--- src/rtl/external_bus_unit_defines.svh ---
// external bus unit: offsets, field positions and timing counts
// assumes inclusion by bare name from the design module
`ifndef EXTERNAL_BUS_UNIT_DEFINES_SVH
`define EXTERNAL_BUS_UNIT_DEFINES_SVH

// bus configuration word fields (16 bits)
`define BCFG_WAIT_LSB      0
`define BCFG_WAIT_W        4
`define BCFG_TRI_LSB       4
`define BCFG_TRI_W         2
`define BCFG_ALE_LSB       6
`define BCFG_ALE_W         2
`define BCFG_MODE_LSB      8
`define BCFG_MODE_W        2
`define BCFG_RWDLY_BIT     10
`define BCFG_CSEN_BIT      11
// window select word: base in upper bits, size code in low nibble
`define ASEL_SIZE_LSB      0
`define ASEL_SIZE_W        4
`define ASEL_BASE_LSB      4
`define ASEL_BASE_W        12
// system configuration bits
`define SYSCFG_PERIPH_BIT  2
`define SYSCFG_CSUNL_BIT   6
// address space codes
`define ASPACE_64K         2'h0
`define ASPACE_256K        2'h1
`define ASPACE_1M          2'h2
`define ASPACE_4M          2'h3
// on-chip peripheral region (bank 0x00E000-0x00EFFF)
`define PERIPH_BASE        22'h00E000
`define PERIPH_MASK        22'h3FF000
// least phase length in cycles
`define MIN_PHASE          4'h1

`endif

--- src/rtl/external_bus_unit_pkg.sv ---
// external bus unit: shared types
// assumes nothing of the defines header; only the design module includes it
package external_bus_unit_pkg;
	// bus mode field encoding; single chip has no external cycle
	typedef enum logic [1:0] {
		MODE_DEMUX8,
		MODE_MUX8,
		MODE_MUX16,
		MODE_DEMUX16
	} bus_mode_e;

	typedef logic [21:0] addr_t;
endpackage : external_bus_unit_pkg

--- src/rtl/external_bus_unit.sv ---
// external bus unit: runs external read/write cycles for the cpu side
// assumes a synchronous cpu request/ready handshake and synchronous pin inputs
`include "external_bus_unit_defines.svh"

// Behaviour
// - single-chip mode blocks external cycles; four mux/demux by 8/16 modes exist.
// - address width selectable as 16, 18, 20 or 22 bits.
// - demux drives address port; data on full port or low lane.
// - mux drives address on lower port, then data on same pins.
// - cycle time, tri-state time, latch strobe length, read/write delay programmable.
// - four windows, each an address select plus bus config pair.
// - window four beats three, window two beats one on overlap.
// - addresses outside all windows use the default bus config.
// - four active-low chip selects: three windows plus default region.
// - unlatch bit bypasses chip-select filter; selects follow address combinationally.
// - segment lines: six for 4M, four for 1M, two for 256K, none 64K.
// - with CAN on segment port, segment output limited to A19..A16.
// - strap low: latch config from lower port and read pin, boot external.
// - strap high: latch config from read and latch pins, boot internal.
// - each lower port pin has a direction bit; input means no drive.
// - 8-bit mux: low lane AD0-7, high lane A8-15; 16-bit both AD.
// - peripheral enable bit gates on-chip peripherals' address space only.
module external_bus_unit
	import external_bus_unit_pkg::*;
#(
	parameter int WINDOWS = 4
) (
	input  wire logic        core_clk,
	input  wire logic        reset_n,
	input  wire logic        single_chip,
	input  wire logic [15:0] system_config,
	input  wire logic [1:0]  addr_space,
	input  wire logic        can_on_segment,
	input  wire logic [15:0] default_bus_config,
	input  wire logic [15:0] window_bus_config [WINDOWS],
	input  wire logic [15:0] window_address_select [WINDOWS],
	input  wire logic [15:0] port_dir,
	input  wire logic [15:0] port_out,
	input  wire logic        req_valid,
	input  wire logic        req_write,
	input  wire logic [21:0] req_addr,
	input  wire logic [15:0] req_wdata,
	output logic             req_ready,
	output logic             rsp_valid,
	output logic [15:0]      rsp_rdata,
	output logic             periph_sel,
	input  wire logic        ext_access_strap,
	input  wire logic [15:0] lower_bus_port_in,
	output logic [15:0]      lower_bus_port_out,
	output logic [15:0]      lower_bus_port_oe,
	output logic [15:0]      address_port,
	output logic [5:0]       segment_out,
	output logic [5:0]       segment_oe,
	output logic [3:0]       cs_n,
	output logic             ale,
	input  wire logic        rd_n_in,
	input  wire logic        ale_in,
	output logic             rd_n,
	output logic             wr_n,
	output logic             boot_external,
	output logic [15:0]      strap_config,
	output logic             strap_valid
);
	typedef enum {ST_IDLE, ST_ADDR, ST_TRI, ST_DLY, ST_DATA, ST_DONE} state_e;

	state_e      state_q, state_d;
	logic [3:0]  cnt_q, cnt_d;
	logic [21:0] addr_q, addr_d;
	logic [15:0] wdata_q, wdata_d;
	logic [15:0] cfg_q, cfg_d;
	logic        write_q, write_d;
	logic [3:0]  cs_sel_q, cs_sel_d;
	logic [3:0]  cs_filt_q, cs_filt_d;
	logic [15:0] rdata_q, rdata_d;
	logic        rsp_q, rsp_d;
	logic        strap_done_q, strap_done_d;
	logic        boot_ext_q, boot_ext_d;
	logic [15:0] strap_cfg_q, strap_cfg_d;

	logic [WINDOWS-1:0] win_hit;
	logic [15:0]        sel_cfg;
	logic [3:0]         sel_cs;
	logic [21:0]        addr_mask;
	logic [21:0]        eff_addr;
	logic               periph_hit;
	bus_mode_e          mode;

	// address space width; upper bits above the selected space forced to zero
	always_comb begin
		case (addr_space)
			`ASPACE_64K:  addr_mask = 22'h00FFFF;
			`ASPACE_256K: addr_mask = 22'h03FFFF;
			`ASPACE_1M:   addr_mask = 22'h0FFFFF;
			default:      addr_mask = 22'h3FFFFF;
		endcase
	end
	assign eff_addr = req_addr & addr_mask;

	// window compare: size code n covers 4K << n bytes from the base
	generate
		for (genvar w = 0; w < WINDOWS; w++) begin : g_win
			logic [21:0] base;
			logic [21:0] wmask;
			logic [3:0]  sz;
			assign sz    = window_address_select[w][`ASEL_SIZE_LSB +: `ASEL_SIZE_W];
			assign base  = {window_address_select[w][`ASEL_BASE_LSB +: `ASEL_BASE_W],
				10'h000};
			assign wmask = 22'h3FFFFF << (5'h0C + {1'b0, sz});
			assign win_hit[w] = ((eff_addr & wmask) == (base & wmask))
				&& window_bus_config[w][`BCFG_CSEN_BIT];
		end
	endgenerate

	// window priority: four over three, two over one, pairs over default
	always_comb begin
		sel_cfg = default_bus_config;
		sel_cs  = 4'h1;
		if (WINDOWS > 3 && win_hit[3]) begin
			sel_cfg = window_bus_config[3];
			sel_cs  = 4'h0;
		end else if (WINDOWS > 2 && win_hit[2]) begin
			sel_cfg = window_bus_config[2];
			sel_cs  = 4'h8;
		end else if (win_hit[1]) begin
			sel_cfg = window_bus_config[1];
			sel_cs  = 4'h4;
		end else if (win_hit[0]) begin
			sel_cfg = window_bus_config[0];
			sel_cs  = 4'h2;
		end
	end

	// on-chip peripherals claim their region only while enabled
	assign periph_hit = system_config[`SYSCFG_PERIPH_BIT]
		&& ((req_addr & `PERIPH_MASK) == `PERIPH_BASE);
	assign periph_sel = periph_hit && req_valid;

	assign mode = bus_mode_e'(cfg_q[`BCFG_MODE_LSB +: `BCFG_MODE_W]);

	// bus cycle sequencer; a zero length field still costs one cycle
	always_comb begin
		state_d   = state_q;
		cnt_d     = cnt_q;
		addr_d    = addr_q;
		wdata_d   = wdata_q;
		cfg_d     = cfg_q;
		write_d   = write_q;
		cs_sel_d  = cs_sel_q;
		rdata_d   = rdata_q;
		rsp_d     = 1'b0;
		req_ready = 1'b0;
		case (state_q)
			ST_IDLE: begin
				// single chip or peripheral hit: no external cycle
				req_ready = strap_done_q && !single_chip && !periph_hit;
				if (req_valid && req_ready) begin
					addr_d   = eff_addr;
					wdata_d  = req_wdata;
					write_d  = req_write;
					cfg_d    = sel_cfg;
					cs_sel_d = sel_cs;
					cnt_d    = `MIN_PHASE
						+ {2'h0, sel_cfg[`BCFG_ALE_LSB +: `BCFG_ALE_W]};
					state_d  = ST_ADDR;
				end
			end
			ST_ADDR: begin
				cnt_d = cnt_q - 4'h1;
				if (cnt_q == 4'h1) begin
					cnt_d   = `MIN_PHASE + {2'h0, cfg_q[`BCFG_TRI_LSB +: `BCFG_TRI_W]};
					state_d = ST_TRI;
				end
			end
			ST_TRI: begin
				// tri-state gap lets the previous driver release the port
				cnt_d = cnt_q - 4'h1;
				if (cnt_q == 4'h1) begin
					cnt_d   = `MIN_PHASE;
					state_d = cfg_q[`BCFG_RWDLY_BIT] ? ST_DLY : ST_DATA;
					if (!cfg_q[`BCFG_RWDLY_BIT])
						cnt_d = `MIN_PHASE + cfg_q[`BCFG_WAIT_LSB +: `BCFG_WAIT_W];
				end
			end
			ST_DLY: begin
				cnt_d   = `MIN_PHASE + cfg_q[`BCFG_WAIT_LSB +: `BCFG_WAIT_W];
				state_d = ST_DATA;
			end
			ST_DATA: begin
				cnt_d = cnt_q - 4'h1;
				if (cnt_q == 4'h1) begin
					// 8-bit modes return only the low lane
					if (mode == MODE_DEMUX8 || mode == MODE_MUX8)
						rdata_d = {8'h00, lower_bus_port_in[7:0]};
					else
						rdata_d = lower_bus_port_in;
					state_d = ST_DONE;
				end
			end
			ST_DONE: begin
				rsp_d   = 1'b1;
				state_d = ST_IDLE;
			end
			default: state_d = ST_IDLE;
		endcase
	end

	// chip-select filter holds the decoded select across the whole cycle
	always_comb begin
		cs_filt_d = 4'h0;
		if (state_d != ST_IDLE && state_d != ST_DONE)
			cs_filt_d = cs_sel_d;
	end

	// reset-time strap capture, once after release
	always_comb begin
		strap_done_d = 1'b1;
		boot_ext_d   = strap_done_q ? boot_ext_q : !ext_access_strap;
		strap_cfg_d  = strap_cfg_q;
		if (!strap_done_q) begin
			if (!ext_access_strap)
				strap_cfg_d = {lower_bus_port_in[15:1], rd_n_in};
			else
				strap_cfg_d = {14'h0000, ale_in, rd_n_in};
		end
	end

	always_ff @(posedge core_clk or negedge reset_n) begin
		if (!reset_n) begin
			state_q      <= ST_IDLE;
			cnt_q        <= 4'h0;
			addr_q       <= 22'h000000;
			wdata_q      <= 16'h0000;
			cfg_q        <= 16'h0000;
			write_q      <= 1'b0;
			cs_sel_q     <= 4'h0;
			cs_filt_q    <= 4'h0;
			rdata_q      <= 16'h0000;
			rsp_q        <= 1'b0;
			strap_done_q <= 1'b0;
			boot_ext_q   <= 1'b0;
			strap_cfg_q  <= 16'h0000;
		end else begin
			state_q      <= state_d;
			cnt_q        <= cnt_d;
			addr_q       <= addr_d;
			wdata_q      <= wdata_d;
			cfg_q        <= cfg_d;
			write_q      <= write_d;
			cs_sel_q     <= cs_sel_d;
			cs_filt_q    <= cs_filt_d;
			rdata_q      <= rdata_d;
			rsp_q        <= rsp_d;
			strap_done_q <= strap_done_d;
			boot_ext_q   <= boot_ext_d;
			strap_cfg_q  <= strap_cfg_d;
		end
	end

	// chip selects: latched by default, raw decode when unlatched mode is set
	always_comb begin
		if (system_config[`SYSCFG_CSUNL_BIT])
			cs_n = ~(req_valid && !single_chip && !periph_hit ? sel_cs : 4'h0);
		else
			cs_n = ~cs_filt_q;
	end

	// pin drive: address phase on shared port in mux modes, data after
	always_comb begin
		lower_bus_port_out = port_out;
		lower_bus_port_oe  = port_dir;
		address_port       = addr_q[15:0];
		ale                = 1'b0;
		rd_n               = 1'b1;
		wr_n               = 1'b1;
		if (state_q != ST_IDLE && state_q != ST_DONE) begin
			lower_bus_port_oe = 16'h0000;
			if (state_q == ST_ADDR && (mode == MODE_MUX8 || mode == MODE_MUX16)) begin
				ale                = 1'b1;
				lower_bus_port_out = addr_q[15:0];
				lower_bus_port_oe  = 16'hFFFF;
			end
			if (mode == MODE_MUX8) begin
				lower_bus_port_out[15:8] = addr_q[15:8];
				lower_bus_port_oe[15:8]  = 8'hFF;
			end
			if (state_q == ST_DATA) begin
				rd_n = write_q;
				wr_n = !write_q;
				if (write_q) begin
					lower_bus_port_out[7:0] = wdata_q[7:0];
					lower_bus_port_oe[7:0]  = 8'hFF;
					if (mode == MODE_MUX16 || mode == MODE_DEMUX16) begin
						lower_bus_port_out[15:8] = wdata_q[15:8];
						lower_bus_port_oe[15:8]  = 8'hFF;
					end
				end
			end
		end
	end

	// segment lines by address space; CAN takes the top two
	always_comb begin
		segment_out = addr_q[21:16];
		case (addr_space)
			`ASPACE_64K:  segment_oe = 6'h00;
			`ASPACE_256K: segment_oe = 6'h03;
			`ASPACE_1M:   segment_oe = 6'h0F;
			default:      segment_oe = 6'h3F;
		endcase
		if (can_on_segment)
			segment_oe = segment_oe & 6'h0F;
	end

	assign rsp_valid     = rsp_q;
	assign rsp_rdata     = rdata_q;
	assign boot_external = boot_ext_q;
	assign strap_config  = strap_cfg_q;
	assign strap_valid   = strap_done_q;
endmodule : external_bus_unit

--- config.mk ---
export PLATFORM = sky130hd
export DESIGN_NAME = external_bus_unit
export DESIGN_NICKNAME = d
export VERILOG_FILES = /design/src/rtl/external_bus_unit_pkg.sv /design/src/rtl/external_bus_unit.sv
export VERILOG_INCLUDE_DIRS = /design/src /design/src/rtl
export SDC_FILE = /design/constraint.sdc
export NUM_CORES = 1
export LEC_CHECK = 0
export BUFFER_PORTS_ARGS = -buffer_cell sky130_fd_sc_hd__buf_4
export CAP_MARGIN = 20
export CORE_MARGIN = 5
export CORE_UTILIZATION = 45
export CTS_CLUSTER_DIAMETER = 50
export DETAILED_ROUTE_END_ITERATION = 8
export GPL_TIMING_DRIVEN = 0
export PLACE_DENSITY = 0.87
export SYNTH_ARGS = -nofsm -noshare
export SYNTH_HDL_FRONTEND = slang
export SYNTH_SLANG_ARGS = --single-unit
export TNS_END_PERCENT = 100
--- constraint.sdc ---
create_clock -name core_clk -period 8.45 [get_ports core_clk]
set_clock_uncertainty 0.05 [all_clocks]
set_input_delay 0.845 -clock core_clk [delete_from_list [all_inputs] [get_ports core_clk]]
set_output_delay 0.845 -clock core_clk [all_outputs]
set_load 0.1 [all_outputs]
==> reports/metrics.cfg <==
[status]
status=completed

[cells_and_area]
fillCellCount=1433
area_delta_synth_final_pct=43.2
drive_gt1_share_pct=29.8
fin_cells=1519
diodes=0
nets=1560

[worst_setup_path]
startpoint_type=input port
cp.arrival_ns=4.37
worstSetupEndpointType=primary output
max_stage_delay_ns=0.49
path_buf_inv=6
cpMaxStageDelayCell=nand4_1
crit_family=buffers and inverters
cp_cell_sequence=buf_4 -> clkbuf_1 -> inv_1 -> ha_1 -> clkbuf_1 -> o31ai_1 -> o211ai_1 -> a211oi_1 -> nand4_1 -> clkbuf_1 -> a32oi_1 -> buf_4
critPathKind=input port to primary output
cp_max_fo=10
cp.required_ns=7.56
crit_top_cell=clkbuf_1

[sta]
tightest_slew_ns=0.879
setup_ws_ns=3.18
final.setup.tns_ns=0
maxSlewViolCount=0
grt_setup_unrepaired=no
post-route-period-util_pct=62.3
period_minus_slack_ns=5.27
finalSetupViolations=0
finalHoldViolCount=0
clock.fmax_mhz=190
slew-limit-headroom_pct=41.3

[yosys]
ys_seq_elements=127
synth_top_area_share_pct=41.1
synth_edf_count=0
yosysWarnings=0
postSynthAreaPerCell_sq_um=8.43
yosysSeqAreaShare_pct=41.1
synthArstFlopShare_pct=100
synth_area_leader_cell=dfrtp_1
synth.distinct_cells=80
yosysMostFrequentCell=nand2_1
synth_flop_cell=dfrtp_1
syn_area_sq_um=7740
netlist_top_cells_count=203 x nand2_1, 127 x dfrtp_1, 62 x nor2_1
synth_cells=918
yosys-top-cells-area=dfrtp_1 41%, nand2_1 9.8%, xor2_1 4.0%

[floorplan]
die_y_um=141
die_w_um=141
start_util_pct=45.4
boundaryPins=361
fp.coreArea_sq_um=17100
die_area_sq_um=19900
fp-row-count=48

[global_routing]
grt_max_degree=78
groute.usage.overall_pct=27.9
grt_pass1_vias=8262
grt_pass1_wl_um=43400
grt_overflow=0
antenna_found_initial=0

[drt]
drc=0
drt-initial-drc-count=607
num_vias=8297
viasPerCell=5.46
wl_per_cell_um=18.7
antenna_left=0
routed_wirelength_um=28500
dr.pass1.iters=5

[clocking]
holdBufCountCts=0
clk_latency_ns=0.41
cts_setup_buffers=0
cts_buffers=17
cts_tree=done
cts-root-buf=clkbuf_16
cts-resized-gates=0
cts_buffer_depth=2
cts_sinks=127
clkTransAtPathRegs_ns=0.06
clock_tree.htree_level_count=4

[hold_path]
hp-class=input port to asynchronous set/reset pin

[pwr]
p_leak_uw=0.00574
power_uw=1710
ir_worst_vdd_v=0.000149
p_per_area_nw_per_um2=154

[flow_run]
drv_cap=0

[placement]
globalplace.congestion=0.961
portBuffers=315
pre_cts_ws_ns=3.22
hpwlAfterDp_um=22500
dp.cells=1487

## layout make-up
type | count | area [sq um] | area share (%)
Clock buffer | 17 | 425 | 3.84
Tap cell | 225 | 282 | 2.54
Inverter | 30 | 113 | 1.02
Sequential cell | 127 | 3180 | 28.7
Buffer | 54 | 259 | 2.34
Timing Repair Buffer | 316 | 2400 | 21.6
Multi-Input combinational cell | 735 | 4290 | 38.7
Clock inverter | 15 | 135 | 1.22
## placed cells by master, fill, tap and decap left out, types with 15 or more instances in the layout
cell type  instances
inv_1             30
o22ai_1           24
nor2b_1           18
buf_4            321
dfrtp_1          127
xnor2_1           16
clkbuf_16         17
conb_1            30
clkbuf_1          35
ha_1              22
a21oi_1           44
nor2_1            62
xor2_1            35
o21ai_0           46
nand2b_1          15
nand2_1          203
nand3_1           22
nor3_1            19
## cells by family (layout without fill, tap and decap cells)
family          count (synthesis)  after routing  synth area share, %
mux                            17             17                 2.33
simple gates                  394            394                 23.5
fa+ha+maj                      24             24                 3.82
flops                         127            127                 41.1
xor+xnor                       51             51                 5.77
buf+inv                        84            432                 4.80
other cells                     2             30               0.0971
compound gates                219            219                 18.6
## state kept, by name (all words and copies together) (netlist names)
signal and flops:
boot_external 1, state_q 32, cs_filt_q 4, strap_config 16, cs_sel_q 4, cnt_q 4
cfg_q 9, strap_valid 1, wdata_q 16, rsp_valid 1, addr_q 22, write_q 1
rsp_rdata 16
## per-stage QoR
step	hold WS [ns]	area [sq um]	util, %
final	0.326	11100	65.0
after global routing	0.346	11100	65.0
after CTS	0.326	11100	65.0
after detailed placement	0.406	10500	61.7
after global placement	0.395	10500	61.5
after floorplan	0.379	7840	-
## report_power, final
group / switching, uW / internal (uW)
Clock: 285 / 407
Combinational: 238 / 147
Sequential: 6.40 / 622
## worst register-to-register path, stage by stage, from the launching register on
cell and delay, ns:
dfrtp_1 0.36, nor4_1 0.36, nand4_1 0.22, or3_1 0.46, clkbuf_1 0.27, a21oi_1 0.27
a21boi_1 0.75, buf_2 0.37, nand3_1 0.12, nand2_1 0.10
## final timing paths
check / cells past startpoint / end / slack, ns / start
min in group core_clk: 2 / rsp_rdata[11] / 0.42 / rsp_rdata[11]
setup / recovery: 12 / cs_n[0] / 3.18 / window_address_select[50]
hold reg to reg: 2 / rsp_rdata[11] / 0.42 / rsp_rdata[11]
setup reg to reg: 9 / rsp_rdata[14] / 5.04 / state_q[3]
max in group asynchronous: 2 / addr_q[18] / 7.29 / reset_n
hold / removal: 1 / strap_config[6] / 0.33 / reset_n
## per-layer routing
| metal | track usage (%) | wire [um] | up-vias |
|---|---|---|---|
| met5 | 0 | 0 | - |
| li1 | - | - | 3886 |
| met2 | 47.7 | 13900 | 457 |
| met3 | 6.38 | 2550 | 69 |
| met1 | 34.3 | 11100 | 3885 |
| met4 | 10.6 | 929 | 0 |
(Power assumes the default switching activity.)
